==> config.mk <==
export PLATFORM = sky130hd
export DESIGN_NAME = ofc_freq_regs
export DESIGN_NICKNAME = d
export VERILOG_FILES = /design/src/ofc_pkg.sv /design/src/ofc_freq_regs.sv /design/src/ofc_divider_decode.sv
export VERILOG_INCLUDE_DIRS = /design/src
export SDC_FILE = /design/constraint.sdc
export NUM_CORES = 1
export LEC_CHECK = 0
export ABC_AREA = 0
export BUFFER_PORTS_ARGS = -buffer_cell sky130_fd_sc_hd__buf_2
export CORE_ASPECT_RATIO = 2
export CORE_UTILIZATION = 45
export CTS_CLUSTER_DIAMETER = 150
export DETAILED_ROUTE_END_ITERATION = 6
export GPL_ROUTABILITY_DRIVEN = 1
export GPL_TIMING_DRIVEN = 1
export PLACE_DENSITY = 0.72
export SYNTH_ARGS = -nofsm -noshare
export SYNTH_HDL_FRONTEND = slang
export SYNTH_SLANG_ARGS = --single-unit
==> constraint.sdc <==
create_clock -name clk_i -period 5.7 [get_ports clk_i]
set_input_delay 1.425 -clock clk_i [delete_from_list [all_inputs] [get_ports clk_i]]
set_output_delay 1.425 -clock clk_i [all_outputs]
set_load 0.1 [all_outputs]
==> src/ofc_consts.svh <==
// Constants for the oscillator frequency configuration registers
`ifndef OFC_CONSTS_SVH
`define OFC_CONSTS_SVH

// ==========================================================
// Register offsets
`define OFC_OFF_DIV_HIGH      8'h07
`define OFC_OFF_DIV_LOW       8'h08
`define OFC_OFF_RATIO_31_24   8'h09
`define OFC_OFF_RATIO_23_16   8'h0a
`define OFC_OFF_RATIO_15_8    8'h0b
`define OFC_OFF_RATIO_7_0     8'h0c
`define OFC_OFF_ALT_SPEED     8'h0d
`define OFC_OFF_ALT_LOW       8'h0e
`define OFC_OFF_CONTROL       8'h87
`define OFC_OFF_HOLD          8'h89

// ==========================================================
// Field positions
`define OFC_BIT_NEW_FREQ      6
`define OFC_BIT_FREEZE_MULT   5
`define OFC_BIT_HOLD          4

// ==========================================================
// Reset values
`define OFC_RST_BYTE          8'h00
`define OFC_RST_MULT          38'h00_0000_0000
`define OFC_RST_HS_RATIO      4'h4
`define OFC_RST_OUT_RATIO     8'h01

// ==========================================================
// Divider decode values
`define OFC_HS_BASE           4'h4
`define OFC_HS_CODE_NINE      3'h5
`define OFC_HS_CODE_ELEVEN    3'h7
`define OFC_HS_RATIO_NINE     4'h9
`define OFC_HS_RATIO_ELEVEN   4'hb
`define OFC_HS_RATIO_NONE     4'h0

`endif

==> src/ofc_pkg.sv <==
// Types for the oscillator frequency configuration registers
package ofc_pkg;

   // ==========================================================
   // Number of configuration bytes from offset 7 to offset 14
   localparam int CFG_BYTES = 8;

   // ==========================================================
   // Whole state of the register bank
   typedef struct packed {
      logic [CFG_BYTES-1:0][7:0] cfg;
      logic                      new_freq;
      logic                      freeze_mult;
      logic                      hold;
      logic [37:0]               mult_applied;
      logic [3:0]                hs_ratio;
      logic [7:0]                out_ratio;
      logic [3:0]                alt_hs_ratio;
      logic [7:0]                alt_out_ratio;
      logic [7:0]                rdata;
   } ofc_state_type;

endpackage

==> src/ofc_freq_regs.sv <==
// Oscillator frequency configuration register bank
// Operation
// - 38-bit multiplier: bits 37:32 in register 8 low six, bytes in 9 to 12.
// - Register 8 bits 7:6 hold the output divider code low two bits.
// - Output divider code is ratio minus one; zero is 1, all ones is 128.
// - Ratios 1 and even to 128 accepted; odd ratios above one rounded up.
// - High-speed code 0,1,2,3,5,7 gives 4,5,6,7,9,11; 4 and 6 unused.
// - Register 13: alt speed code and divider top; register 14: divider low, multiplier top.
// - Alternate output divider uses the same encoding and odd rounding.
// - New-frequency flag, control bit 6, clears itself once the frequency applies.
// - Control bit 5 freezes the applied multiplier during byte writes.
// - Bit 4 at offset 137 holds the synthesizer while configuration changes.
`timescale 1ns/1ps
`include "ofc_consts.svh"

module ofc_freq_regs (
   // Clock and reset
   input  wire logic        clk_i,
   input  wire logic        rst_b_i,
   // Register port
   input  wire logic [7:0]  reg_addr_i,
   input  wire logic        reg_we_i,
   input  wire logic [7:0]  reg_wdata_i,
   input  wire logic        reg_re_i,
   output logic      [7:0]  reg_rdata_o,
   // Oscillator core
   output logic      [37:0] multiplier_word_o,
   output logic      [3:0]  high_speed_ratio_o,
   output logic      [7:0]  output_ratio_o,
   output logic      [3:0]  alt_high_speed_ratio_o,
   output logic      [7:0]  alt_output_ratio_o,
   output logic      [5:0]  alt_multiplier_top_o,
   output logic             new_frequency_flag_o,
   output logic             synthesizer_hold_o
);

   // ==========================================================
   // State
   ofc_pkg::ofc_state_type state_reg;
   ofc_pkg::ofc_state_type state_next;

   logic [37:0] mult_staged;
   logic [3:0]  hs_ratio_dec;
   logic        hs_legal_dec;
   logic [7:0]  out_ratio_dec;
   logic [3:0]  alt_hs_ratio_dec;
   logic        alt_hs_legal_dec;
   logic [7:0]  alt_out_ratio_dec;
   logic        apply;

   // ==========================================================
   // Byte index of a configuration offset
   function automatic logic [2:0] cfg_index(input logic [7:0] addr);
      logic [7:0] diff;
      diff = addr - `OFC_OFF_DIV_HIGH;
      return diff[2:0];
   endfunction

   function automatic logic is_cfg(input logic [7:0] addr);
      return addr >= `OFC_OFF_DIV_HIGH && addr <= `OFC_OFF_ALT_LOW;
   endfunction

   // ==========================================================
   // Field views of the stored bytes
   assign mult_staged = {state_reg.cfg[cfg_index(`OFC_OFF_DIV_LOW)][5:0],
                         state_reg.cfg[cfg_index(`OFC_OFF_RATIO_31_24)],
                         state_reg.cfg[cfg_index(`OFC_OFF_RATIO_23_16)],
                         state_reg.cfg[cfg_index(`OFC_OFF_RATIO_15_8)],
                         state_reg.cfg[cfg_index(`OFC_OFF_RATIO_7_0)]};

   ofc_divider_decode u_primary_decode (
      .hs_code_i   (state_reg.cfg[cfg_index(`OFC_OFF_DIV_HIGH)][7:5]),
      .out_code_i  ({state_reg.cfg[cfg_index(`OFC_OFF_DIV_HIGH)][4:0],
                     state_reg.cfg[cfg_index(`OFC_OFF_DIV_LOW)][7:6]}),
      .hs_ratio_o  (hs_ratio_dec),
      .hs_legal_o  (hs_legal_dec),
      .out_ratio_o (out_ratio_dec)
   );

   ofc_divider_decode u_alt_decode (
      .hs_code_i   (state_reg.cfg[cfg_index(`OFC_OFF_ALT_SPEED)][7:5]),
      .out_code_i  ({state_reg.cfg[cfg_index(`OFC_OFF_ALT_SPEED)][4:0],
                     state_reg.cfg[cfg_index(`OFC_OFF_ALT_LOW)][7:6]}),
      .hs_ratio_o  (alt_hs_ratio_dec),
      .hs_legal_o  (alt_hs_legal_dec),
      .out_ratio_o (alt_out_ratio_dec)
   );

   // ==========================================================
   // Next state
   assign apply = state_reg.new_freq && !state_reg.hold;

   always_comb begin
      state_next = state_reg;
      // Register writes
      if (reg_we_i) begin
         if (is_cfg(reg_addr_i)) begin
            state_next.cfg[cfg_index(reg_addr_i)] = reg_wdata_i;
         end else if (reg_addr_i == `OFC_OFF_CONTROL) begin
            state_next.freeze_mult = reg_wdata_i[`OFC_BIT_FREEZE_MULT];
         end else if (reg_addr_i == `OFC_OFF_HOLD) begin
            state_next.hold = reg_wdata_i[`OFC_BIT_HOLD];
         end
      end
      // Applying a new configuration
      if (apply) begin
         state_next.new_freq      = 1'b0;
         state_next.mult_applied  = mult_staged;
         state_next.out_ratio     = out_ratio_dec;
         state_next.alt_out_ratio = alt_out_ratio_dec;
         if (hs_legal_dec) begin
            state_next.hs_ratio = hs_ratio_dec;
         end
         if (alt_hs_legal_dec) begin
            state_next.alt_hs_ratio = alt_hs_ratio_dec;
         end
      end else if (!state_reg.freeze_mult && !state_reg.hold) begin
         state_next.mult_applied = mult_staged;
      end
      // A host setting the flag wins over the clear
      if (reg_we_i && reg_addr_i == `OFC_OFF_CONTROL
          && reg_wdata_i[`OFC_BIT_NEW_FREQ]) begin
         state_next.new_freq = 1'b1;
      end
      // Read data
      if (reg_re_i) begin
         state_next.rdata = `OFC_RST_BYTE;
         if (is_cfg(reg_addr_i)) begin
            state_next.rdata = state_reg.cfg[cfg_index(reg_addr_i)];
         end else if (reg_addr_i == `OFC_OFF_CONTROL) begin
            state_next.rdata[`OFC_BIT_NEW_FREQ]    = state_reg.new_freq;
            state_next.rdata[`OFC_BIT_FREEZE_MULT] = state_reg.freeze_mult;
         end else if (reg_addr_i == `OFC_OFF_HOLD) begin
            state_next.rdata[`OFC_BIT_HOLD] = state_reg.hold;
         end
      end
   end

   // ==========================================================
   // State register
   always_ff @(posedge clk_i) begin
      if (!rst_b_i) begin
         state_reg.cfg           <= {ofc_pkg::CFG_BYTES{`OFC_RST_BYTE}};
         state_reg.new_freq      <= 1'b0;
         state_reg.freeze_mult   <= 1'b0;
         state_reg.hold          <= 1'b0;
         state_reg.mult_applied  <= `OFC_RST_MULT;
         state_reg.hs_ratio      <= `OFC_RST_HS_RATIO;
         state_reg.out_ratio     <= `OFC_RST_OUT_RATIO;
         state_reg.alt_hs_ratio  <= `OFC_RST_HS_RATIO;
         state_reg.alt_out_ratio <= `OFC_RST_OUT_RATIO;
         state_reg.rdata         <= `OFC_RST_BYTE;
      end else begin
         state_reg <= state_next;
      end
   end

   // ==========================================================
   // Outputs
   assign reg_rdata_o            = state_reg.rdata;
   assign multiplier_word_o      = state_reg.mult_applied;
   assign high_speed_ratio_o     = state_reg.hs_ratio;
   assign output_ratio_o         = state_reg.out_ratio;
   assign alt_high_speed_ratio_o = state_reg.alt_hs_ratio;
   assign alt_output_ratio_o     = state_reg.alt_out_ratio;
   assign alt_multiplier_top_o   = state_reg.cfg[cfg_index(`OFC_OFF_ALT_LOW)][5:0];
   assign new_frequency_flag_o   = state_reg.new_freq;
   assign synthesizer_hold_o     = state_reg.hold;

   // ==========================================================
   // Assertions
   a_ratio_top_byte: assert property (@(posedge clk_i) disable iff (!rst_b_i)
      reg_we_i && reg_addr_i == `OFC_OFF_DIV_LOW
      |=> mult_staged[37:32] == $past(reg_wdata_i[5:0]))
      else $error("Multiplier top bits not taken from offset 8");

   a_ratio_low_byte: assert property (@(posedge clk_i) disable iff (!rst_b_i)
      reg_we_i && reg_addr_i == `OFC_OFF_RATIO_7_0
      |=> mult_staged[7:0] == $past(reg_wdata_i))
      else $error("Multiplier low byte not taken from offset 12");

   a_divider_even: assert property (@(posedge clk_i) disable iff (!rst_b_i)
      output_ratio_o == 8'h01 || (!output_ratio_o[0] && output_ratio_o <= 8'h80))
      else $error("Output ratio not one or even up to 128");

   a_alt_even: assert property (@(posedge clk_i) disable iff (!rst_b_i)
      alt_output_ratio_o == 8'h01
      || (!alt_output_ratio_o[0] && alt_output_ratio_o <= 8'h80))
      else $error("Alternate ratio not one or even up to 128");

   a_divider_apply: assert property (@(posedge clk_i) disable iff (!rst_b_i)
      apply
      |=> output_ratio_o == $past(out_ratio_dec))
      else $error("Output ratio not applied with the new frequency");

   a_hs_legal: assert property (@(posedge clk_i) disable iff (!rst_b_i)
      high_speed_ratio_o inside {4'h4, 4'h5, 4'h6, 4'h7, 4'h9, 4'hb})
      else $error("High-speed ratio outside the legal set");

   a_alt_fields: assert property (@(posedge clk_i) disable iff (!rst_b_i)
      reg_we_i && reg_addr_i == `OFC_OFF_ALT_LOW
      |=> alt_multiplier_top_o == $past(reg_wdata_i[5:0]))
      else $error("Alternate multiplier top not taken from offset 14");

   a_flag_clears: assert property (@(posedge clk_i) disable iff (!rst_b_i)
      new_frequency_flag_o && !synthesizer_hold_o && !reg_we_i
      |=> !new_frequency_flag_o)
      else $error("New-frequency flag did not clear on apply");

   a_freeze_mult: assert property (@(posedge clk_i) disable iff (!rst_b_i)
      state_reg.freeze_mult && !new_frequency_flag_o
      |=> $stable(multiplier_word_o))
      else $error("Multiplier changed while frozen");

   a_hold_stable: assert property (@(posedge clk_i) disable iff (!rst_b_i)
      synthesizer_hold_o |=> $stable(output_ratio_o) && $stable(multiplier_word_o))
      else $error("Configuration changed while synthesizer held");

endmodule

==> src/ofc_divider_decode.sv <==
// Decoder from divider codes to division ratios
`timescale 1ns/1ps
`include "ofc_consts.svh"

module ofc_divider_decode (
   // Codes
   input  wire logic [2:0] hs_code_i,
   input  wire logic [6:0] out_code_i,
   // Ratios
   output logic      [3:0] hs_ratio_o,
   output logic            hs_legal_o,
   output logic      [7:0] out_ratio_o
);

   // ==========================================================
   // High-speed divider
   always_comb begin
      hs_legal_o = 1'b1;
      hs_ratio_o = `OFC_HS_BASE + {1'b0, hs_code_i};
      if (hs_code_i == `OFC_HS_CODE_NINE) begin
         hs_ratio_o = `OFC_HS_RATIO_NINE;
      end else if (hs_code_i == `OFC_HS_CODE_ELEVEN) begin
         hs_ratio_o = `OFC_HS_RATIO_ELEVEN;
      end else if (hs_code_i[2]) begin
         hs_ratio_o = `OFC_HS_RATIO_NONE;
         hs_legal_o = 1'b0;
      end
   end

   // ==========================================================
   // Output divider: code plus one, odd ratios above one rounded up
   always_comb begin
      out_ratio_o = {1'b0, out_code_i} + 8'h01;
      if (out_code_i != 7'h00 && out_ratio_o[0]) begin
         out_ratio_o = out_ratio_o + 8'h01;
      end
   end

endmodule

* Word level (Yosys, flattened, before mapping)
Cells that the tools add are included.
Word-level totals: input bits 20, bits in writable memories 0, latch bits 0, memory bits (read-only) 0, bits in registers 137, output and inout bits 78, memories kept 0, logic and storage cells 84
Cells by class: bitwise operators 2, multiply operators 0, add/sub/neg operators 7, multiplexer cells 29, shift-type cells 0, equal/unequal tests 6, reductions and logical operators 19, order comparisons 4, divide/modulo/power cells 0
Operators with widths (count):
- 38-bit 2-to-1 mux | 2
- 64-bit bitwise mux | 1
- 8-bit 2-to-1 mux | 4
- 4-bit 2-to-1 mux | 7
- 8-bit binary-select mux with 3-bit select | 1
- 8-bit demux with 3-bit select | 1
- 7-bit by 1-bit adder with 8-bit output, second input constant | 2
- 8-bit by 1-bit adder with 8-bit output, second input constant | 2
- 8-bit equality test, second input constant | 2
- 7-bit nonzero test | 2
- 3-bit equality test, second input constant | 4
- 1-bit 2-to-1 mux | 11
- 3-bit by 3-bit adder with 4-bit output, first input constant | 2
- 8-bit by 3-bit >= comparator with 1-bit output, second input constant | 1
- 8-bit by 4-bit less-or-equal comparator with 1-bit output, second input constant | 1
- 1-bit logical AND | 8
- 2-bit AND reduction | 3
- 3-bit by 4-bit < comparator with 1-bit output, second input constant | 1
- 4-bit AND reduction | 1
- 2-bit nonzero test | 2
- 3-bit by 1-bit >= comparator with 1-bit output, second input constant | 1
- 3-bit 2-to-1 mux | 1
- 3-bit AND reduction | 1
- 3-bit subtractor, second input constant | 1
- other kinds (3) | 5

* Logic depth before layout (Yosys ltp)
Gate-level depths: netlist of run 1.
depth after elaboration 6, depth in mapped cells 10, mapped depth without buffers 7

* By module
A second synthesis of run 1 with hierarchy kept.
Second synthesis, totals: cells, all modules 784, area, all modules 6814.0 um^2
Modules (own cells, without submodules):
- ofc_freq_regs | cells an instance 718, sequential area each 2742.6 um^2, instances 1, area an instance 6311.1 um^2
- ofc_divider_decode | cells an instance 33, sequential area each 0.0 um^2, instances 2, area an instance 251.5 um^2

* Worst setup path before layout of run 1
Ideal clock, no wire load.
path type input-to-reg, start point in reg_addr_i[0], end point reg state_reg (netlist bit reg_rdata_o[2]), path buffers 3, cell stages on the path 9, arrival time 3.374 ns, setup time 0.115 ns, path slack 2.212 ns, path through clkbuf_1 -> inv_1 -> ha_1 -> buf_2 -> buf_1 -> mux4_2 -> mux2i_1 -> o22ai_1 -> and2_1
Between the ends: word-level cells in the longest chain between the ends 4, elaborated cells between the ends (all ways) 7, those cells by class add/sub (1); order compare (2); mux (3); reduce/logical (1)
RTL lines:
- start, declared | RTL line ofc_freq_regs.sv:21 | input wire logic [7:0] reg_addr_i,
- 3-bit subtractor (no line)
- 8-bit binary-select mux with 3-bit select | RTL line ofc_freq_regs.sv:129 | state_next.rdata = state_reg.cfg[cfg_index(reg_addr_i)];
- 8-bit 2-to-1 mux (implied by the code) | RTL line ofc_freq_regs.sv:129
- 4-bit 2-to-1 mux (*) | RTL line ofc_freq_regs.sv:128 | if (is_cfg(reg_addr_i)) begin
- end signal, assigned | RTL line ofc_freq_regs.sv:154 | state_reg <= state_next;
- end, declared | RTL line ofc_freq_regs.sv:39 | ofc_pkg::ofc_state_type state_reg;
Mark *: on every way between the ends. The rest lies on a longest branch, timed or not. The select of a mux whose other input is x is not followed. A chain may end at the register's enable or synchronous reset.

* Worst setup path after layout of run 1
start point in reg_addr_i[0], end point reg state_reg[87] in the netlist's numbering
Between the ends: word-level cells in the longest chain between the ends 6, elaborated cells between the ends (all ways) 11, those cells by class add/sub (1); order compare (4); mux (3); reduce/logical (3)
RTL lines:
- 3-bit subtractor (no line)
- 3-bit by 4-bit < comparator with 1-bit output (implied by the code) or 3-bit by 1-bit >= comparator with 1-bit output (tied branches) | RTL line ofc_freq_regs.sv:98 | state_next.cfg[cfg_index(reg_addr_i)] = reg_wdata_i;
- 1-bit logical AND (implied by the code) | RTL line ofc_freq_regs.sv:98
- 8-bit 2-to-1 mux (implied by the code) | RTL line ofc_freq_regs.sv:98
- 8-bit demux with 3-bit select | RTL line ofc_freq_regs.sv:98
- 64-bit bitwise mux | RTL line ofc_freq_regs.sv:98
Parallel ways exist; a longest one is shown, timed or not.

==> results of run 1 <==
-- per-layer routing --
metal	wire [um]	share of wire	GRT usage
met5	0	0	0
met4	908	0.053	0.138
met3	658	0.039	0.0364
met2	8810	0.52	0.382
met1	6640	0.39	0.240
-- synthesized netlist by cell type, types with 9 or more instances --
cell      count
inv_1        13
nand3_1      15
ha_1          9
mux4_2       14
a21oi_1      13
dfxtp_1     137
buf_4        78
clkbuf_1     39
o21ai_0      19
a21boi_0     47
mux2i_1      75
xor2_1       11
nand2_1     109
nor2b_1      75
-- kinds of logic after synthesis --
logic type                 after synthesis
muxes                                   89
DFF                                    137
AOI/OAI and AO/OA                      117
buffers and inverters                  142
and+or+nand+nor                        256
adders and majority gates                9
xor gates and xnor gates                19
-- critical path, stage by stage --
cell and delay [ps]:
buf_2 500, inv_1 290, ha_1 900, nand4_1 290, or3_1 600, mux2i_1 240, nor2b_1 70
-- metrics by stage --
step                      hold slack, ps  setup slack, ps  std cells  utilization  total power, mW
after floorplan                      427             2210        769            -             1.05
after global placement               432             1350        941        0.461             1.07
after detailed placement             438             1250        941        0.461             1.08
after CTS                            452             1680        973        0.504             2.28
after global routing                 484             1410        975        0.504             2.33
final                                451             1680        975        0.504             2.26
-- path summary, 6_finish.rpt --
| check | slack [ps] | start | cells past startpoint | to |
|---|---|---|---|---|
| setup / recovery | 1680 | reg_addr_i[0] | 7 | state_reg[87] |
| hold / removal | 450 | high_speed_ratio_o[2] | 1 | high_speed_ratio_o[2] |
| setup reg to reg | 3150 | state_reg[87] | 6 | output_ratio_o[5] |
| hold reg to reg | 450 | high_speed_ratio_o[2] | 1 | high_speed_ratio_o[2] |
-- final cells by class --
| class | count | area, sq um |
|---|---|---|
| clock inverters | 14 | 211 |
| fillers | 1511 | 7630 |
| clock buffers | 18 | 439 |
| repair buffers | 103 | 531 |
| multi-input cells | 490 | 3520 |
| inverters | 13 | 48.8 |
| flip-flops and latches | 137 | 2740 |
| diodes | 2 | 5.00 |
| well taps | 198 | 248 |
-- power by group through the flow --
stage	registers [mW]	clock network, mW	logic [mW]
2_1_floorplan	0.981	0	0.0709
3_3_place_gp	0.981	0	0.0933
3_5_place_dp	0.981	0	0.0942
4_1_cts	0.960	1.23	0.0941
5_1_grt	0.960	1.27	0.100
6_report	0.960	1.21	0.0945
==> metrics.md, run 1 <==
| Metric | Value |
|---|---|
| Die height | 180 um |
| Clock sink count | 137 |
| Switching share of power | 0.227 |
| Total Routed Length | 17000 um |
| Worst Path Max Fanout | 25 |
| Sequential power share | 0.424 |
| Fraction of registers with async set/reset | 0 |
| Sequential area share after synthesis | 0.386 |
| CP required | 6010 ps |
| Pwr Density | 292 mW/mm^2 |
| CTS tree | yes |
| Setup-failing EPs final | 0 |
| RSZ-0062 raised after global routing | no |
| Yosys cell types | 56 |
| Period utilisation layout | 0.705 |
| DIE WIDTH | 90.9 um |
| Post-DRT Antenna Nets | 0 |
| Final Hold Fails | 0 |
| Cell row count | 64 |
| VDD IR max | 0.203 mV |
| Number of enable flip-flop cells after synthesis | 0 |
| Largest family of logic cells by synthesized area | simple AND/OR/NAND/NOR gates |
| CP startpoint kind | input pin |
| Core ar. | 0.0154 sq mm |
| Top cell type's share of synthesized area | 0.386 |
| Post-Synthesis Cells | 769 |
| Dpl hpwl | 12400 um |
| Yosys reg bits | 137 |
| Synth area leaders | dfxtp_1, mux2i_1, buf_4, nor2b_1, nand2_1 |
| Critical path class | in2reg |
| Status | completed |
| Tmin final | 4020 ps |
| Fmax achieved | 0.249 GHz |
| Pre-antenna DRT Iters | 4 |
| Layout area overhead | 8.98% |
| Via Count | 5161 |
| Hold-fix buffers, CTS | 0 |
| Largest net degree at the start of global routing | 82 |
| Leading area contributor after synthesis | dfxtp_1 |
| Synth Area in Compound Gates | 0.115 |
| Final nets | 791 |
| Synth Warn # | 0 |
| Vias per inst | 5.29 |
| Psw | 513 uW |
| Max-Cap Viols | 0 |
| Synth Flop Type | dfxtp_1 |
| CTS resizes | 0 |
| Vias in the first global route | 5093 |
| DRC | 0 |
| Total track usage | 0.218 |
| DR iter-0 viols | 297 |
| Port-buffer cells | 97 |
| Starting Density | 0.462 |
| First-pass GRT wire length | 27700 um |
| Final setup skew | 6.79 ps |
| Max clock buf depth | 2 |
| Design area | 0.00775 sq mm |
| DR WL/cell | 17.5 um |
| CTS buffer count | 17 |
| Register clock-pin slew on the reported worst setup and hold paths | 60 ps |
| Min-delay worst type | reg2reg |
| Post-Synth Simple-Gate Area | 0.190 |
| GRT overflow | 0 |
| Antenna violations before repair | 2 |
| Boundary Pins | 98 |
| Die ar. | 0.0163 sq mm |
| Pins Over Slew Limit | 0 |
| Placer Congestion | 0.960 |
| Insertion delay to the later sink of the worst-skew pair | 420 ps |
| Clk pwr share | 0.534 |
| Most frequent cells in the layout | dfxtp_1, nand2_1, buf_2, mux2i_1, nor2b_1 |
| CP Capture Type | register |
| Layout cells sized above 1 | 0.204 |
| Commonest non-fill, non-tap cell in the layout | dfxtp_1 |
| Mux contribution to synthesized area | 0.150 |
| Post-Synth Adder-Cell Area | 0.0158 |
| Postcts setup bufs | 0 |
| Slew HR | 0.392 |
| Worst endpoint data arrival time | 4320 ps |
| Slew @ Worst Pin | 905 ps |
| Final setup TNS | 0 ps |
| H-tree depth | 4 |
| Placed cell areas | 0.00709 sq mm |
| Syn Nets | 798 |
| Internal power | 1.75 mW |
| Clk Tree Root Cell | clkbuf_16 |
| Post-synthesis share of cell area spent on xor and xnor gates | 0.0234 |
| Syn Area/Cell | 9.24 sq um |
| Leak Pwr | 3.24 nW |
| Gate power share | 0.042 |
| Mapped Area | 0.00711 sq mm |
No activity file was read; power rests on OpenSTA's default activity.
==> run 2, diff against run 1 <==
Clock period 5.7 ns to 3.8 ns, I/O delays scaled along.
==> metrics.md, run 2 (same netlist as run 1, synthesis figures left out) <==
| Metric | Value |
|---|---|
| Status | completed |
| Layout area overhead | 9.57% |
| Final nets | 796 |
| Total Routed Length | 17600 um |
| Clk pwr share | 0.538 |
| Hold-fix buffers, CTS | 0 |
| Boundary Pins | 98 |
| Layout cells sized above 1 | 0.208 |
| Vias in the first global route | 5151 |
| CP required | 4120 ps |
| Antenna violations before repair | 0 |
| Postcts setup bufs | 0 |
| Design area | 0.00779 sq mm |
| DRC | 0 |
| Vias per inst | 5.30 |
| Critical path class | in2reg |
| Die ar. | 0.0163 sq mm |
| Dpl hpwl | 12800 um |
| Total track usage | 0.225 |
| CP Capture Type | register |
| Slew @ Worst Pin | 792 ps |
| DR WL/cell | 18.0 um |
| Design Power | 3.44 mW |
| Largest net degree at the start of global routing | 92 |
| VDD IR max | 0.302 mV |
| Switching share of power | 0.220 |
| Worst Hold Launch | high_speed_ratio_o[2] |
| Min-delay worst type | reg2reg |
| Internal power | 2.68 mW |
| Gate power share | 0.043 |
| Placed Cells | 946 |
| Slew HR | 0.465 |
| Starting Density | 0.462 |
| First-pass GRT wire length | 28200 um |
| CTS buffer count | 17 |
| Via Count | 5186 |
| Fillers | 1488 |
| Pins Over Slew Limit | 0 |
| Pwr Density | 442 mW/mm^2 |
| Leak Pwr | 3.26 nW |
| Clk Tree Root Cell | clkbuf_16 |
| Final setup TNS | 0 ps |
| Max clock buf depth | 2 |
| Dpl ws | 603 ps |
| Placed cell areas | 0.00713 sq mm |
| Port-buffer cells | 97 |
| CTS tree | yes |
| Core ar. | 0.0154 sq mm |
| Sequential power share | 0.418 |
| Psw | 759 uW |
| Insertion delay to the later sink of the worst-skew pair | 430 ps |
| H-tree depth | 4 |
| Period utilisation layout | 0.736 |
| Clock sink count | 137 |
| Commonest non-fill, non-tap cell in the layout | dfxtp_1 |
| Cell row count | 64 |
| DIE WIDTH | 90.9 um |
| Final setup skew | 9.98 ps |
| Tmin final | 2800 ps |
| DR iter-0 viols | 310 |
| CTS resizes | 0 |
| Register clock-pin slew on the reported worst setup and hold paths | 60 ps |
| Final core occ | 0.507 |
| Fin cells | 978 |
| Most frequent cells in the layout | dfxtp_1, nand2_1, buf_2, mux2i_1, nor2b_1 |
| Max-Cap Viols | 0 |
| RSZ-0062 raised after global routing | no |
| Final worst slack | 1000 ps |
| CP startpoint kind | input pin |
| Worst endpoint data arrival time | 3110 ps |
| Setup-failing EPs final | 0 |
| Hold slack | 446 ps |
| R2R Path Start | state_reg[87] |
| Worst Path Max Fanout | 18 |
| Pre-antenna DRT Iters | 4 |
| Placer Congestion | 0.896 |
| Inserted Diodes | 0 |
| Setup crit start | reg_addr_i[0] |
| Die height | 180 um |
| Final Hold Fails | 0 |
| Fmax achieved | 0.357 GHz |
| GRT overflow | 0 |
| Post-DRT Antenna Nets | 0 |
run 2: cell count changes in the layout (fill, tap and decap cells not counted):
cell        delta
diode_2        -2
clkinvlp_4     +1
inv_6          -2
clkbuf_1       +1
buf_4          +5
clkinv_4       +1
bufinv_16      +1
inv_8          -2
run 2: power groups by stage:
stage          Combinational [mW]  Sequential, mW  Clock [mW]
3_3_place_gp                0.149            1.47           0
6_report                    0.149            1.44        1.85
4_1_cts                     0.150            1.44        1.88
5_1_grt                     0.158            1.44        1.94
2_1_floorplan               0.106            1.47           0
3_5_place_dp                0.150            1.47           0
run 2: cell type report:
cell class,instances,area [sq um],area share
clock buffers,19,443,0.0569
multi-input cells,490,3520,0.452
clock inverters,13,218,0.0279
flip-flops and latches,137,2740,0.352
well taps,198,248,0.0318
inverters,13,48.8,0.00626
repair buffers,108,568,0.0729
run 2: worst paths after layout:
check	slack, ps	cells past startpoint	endpoint
min	450	1	high_speed_ratio_o[2]
max	1000	7	state_reg[87]
max reg2reg	1180	7	output_ratio_o[5]
min reg2reg	450	1	high_speed_ratio_o[2]
run 2: critical path: stages:
cell	delay (ps)
buf_2	110
inv_1	110
ha_1	700
nand4_1	310
or3_1	620
mux2i_1	250
nor2b_1	60
run 2: per-layer routing:
layer	vias to the layer above	track usage	routed length (um)
li1	2545	-	-
met1	2498	0.235	6900
met2	109	0.416	9430
met3	34	0.0419	556
met4	0	0.123	697
met5	-	0	0
==> run 3, diff against run 2 <==
Settings changed: PLACE_DENSITY 0.72 to 0.74.
Clock period 3.8 ns to 2.5 ns, I/O delays scaled along.
==> metrics.md, run 3 (same netlist as run 1, synthesis figures left out) <==
| Metric | Value |
|---|---|
| Pre-antenna DRT Iters | 6 |
| Boundary Pins | 98 |
| Dpl hpwl | 13200 um |
| Leak Pwr | 3.40 nW |
| Pins Over Slew Limit | 0 |
| Worst Hold Launch | high_speed_ratio_o[2] |
| Insertion delay to the later sink of the worst-skew pair | 430 ps |
| Cell row count | 64 |
| Core ar. | 0.0154 sq mm |
| Multi-input combinational cell area | 0.00352 sq mm |
| Postcts setup bufs | 0 |
| Most frequent cells in the layout | dfxtp_1, nand2_1, buf_2, mux2i_1, nor2b_1 |
| Largest net degree at the start of global routing | 114 |
| Critical path class | reg2reg |
| Worst endpoint data arrival time | 2500 ps |
| VDD IR max | 0.467 mV |
| Post-DRT Antenna Nets | 0 |
| Final setup skew | 12.0 ps |
| Status | completed |
| Crit-path slowest cell | dfxtp_1 |
| Port-buffer cells | 97 |
| RSZ-0062 raised after global routing | no |
| Storage cell area | 0.00274 sq mm |
| CTS buffer count | 17 |
| DIE WIDTH | 90.9 um |
| Setup-failing EPs final | 0 |
| Vias per inst | 5.44 |
| R2R Path Start | state_reg[88] |
| Period utilisation layout | 0.877 |
| CP required | 2810 ps |
| Register clock-pin slew on the reported worst setup and hold paths | 60 ps |
| Starting Density | 0.462 |
| Die height | 180 um |
| Layout area overhead | 12.7% |
| Hold slack | 449 ps |
| Final setup TNS | 0 ps |
| Final Hold Fails | 0 |
| GRT overflow | 0 |
| Die ar. | 0.0163 sq mm |
| Max stage delay on crit path | 550 ps |
| Critical Path, Cell by Cell | inv_1 > ha_1 > nor2b_1 > and2_1 > a2111oi_1 > buf_4 > nor3_1 > a311o_1 |
| Hold-fix buffers, CTS | 0 |
| Clk Tree Root Cell | clkbuf_16 |
| First-pass GRT wire length | 28700 um |
| Fmax achieved | 0.456 GHz |
| CP Capture Type | register |
| Vias in the first global route | 5321 |
| CTS resizes | 0 |
| DRC | 0 |
| CTS tree | yes |
| Worst Path Max Fanout | 10 |
| Clock sink count | 137 |
| DR iter-0 viols | 324 |
| Tmin final | 2190 ps |
| Inserted Diodes | 0 |
| DR WL/cell | 17.9 um |
| Total Routed Length | 17900 um |
| Crit path max-delay family | compound AO/OA/AOI/OAI gates |
| Final nets | 821 |
| Pwr Density | 634 mW/mm^2 |
| Via Count | 5455 |
| Max clock buf depth | 2 |
| Antenna violations before repair | 0 |
| H-tree depth | 4 |
| Fillers | 1435 |
| CP startpoint kind | register |
| Setup crit start | state_reg[88] |
| Slew @ Worst Pin | 802 ps |
| Final core occ | 0.521 |
| Placer Congestion | 0.977 |
| Slew HR | 0.465 |
| Buf+Inv Stages, Crit Path | 2 |
| Max-Cap Viols | 0 |
| Total track usage | 0.228 |
| Layout cells sized above 1 | 0.235 |
| Commonest non-fill, non-tap cell in the layout | dfxtp_1 |
| Min-delay worst type | reg2reg |
## run 3: per-layer routing
metal / GRT usage / part of all wire
met2: 0.399 / 0.51
met4: 0.161 / 0.067
met5: 0 / 0
met3: 0.0470 / 0.050
met1: 0.240 / 0.37
## run 3: layout make-up
| cell class | count | area share |
|---|---|---|
| clock inverter | 15 | 0.0255 |
| tap | 198 | 0.0309 |
| timing repair buffer | 133 | 0.102 |
| inverter | 13 | 0.00609 |
| sequential | 137 | 0.342 |
| clock buffer | 17 | 0.0531 |
| multi-input combinational | 490 | 0.440 |
## run 3: report_power, final
part | leakage (nW) | total, mW | internal, mW | switching [mW]
Sequential | 1.10 | 2.19 | 2.19 | 0.00323
Combinational | 1.98 | 0.246 | 0.0982 | 0.148
Clock | 0.310 | 2.65 | 1.54 | 1.11
Total | 3.40 | 5.08 | 3.82 | 1.26
## run 3: metrics by stage
step | power, mW | cell area, sq um | setup WS, ps | std cells
finish | 5.08 | 8010 | 309 | 1003
global route | 5.24 | 8010 | 132 | 1003
CTS | 5.11 | 8010 | 327 | 1003
detailed placement | 2.48 | 7380 | 34.4 | 971
global placement | 2.48 | 7380 | 68.6 | 971
floorplan | 2.40 | 7110 | 7.36 | 769
## run 3: final timing paths
| path | to | slack, ps | cells after the start |
|---|---|---|---|
| worst max-delay path | output_ratio_o[5] | 310 | 8 |
| worst min-delay path | high_speed_ratio_o[2] | 450 | 1 |
| worst max register to register | output_ratio_o[5] | 310 | 8 |
| worst min register to register | high_speed_ratio_o[2] | 450 | 1 |
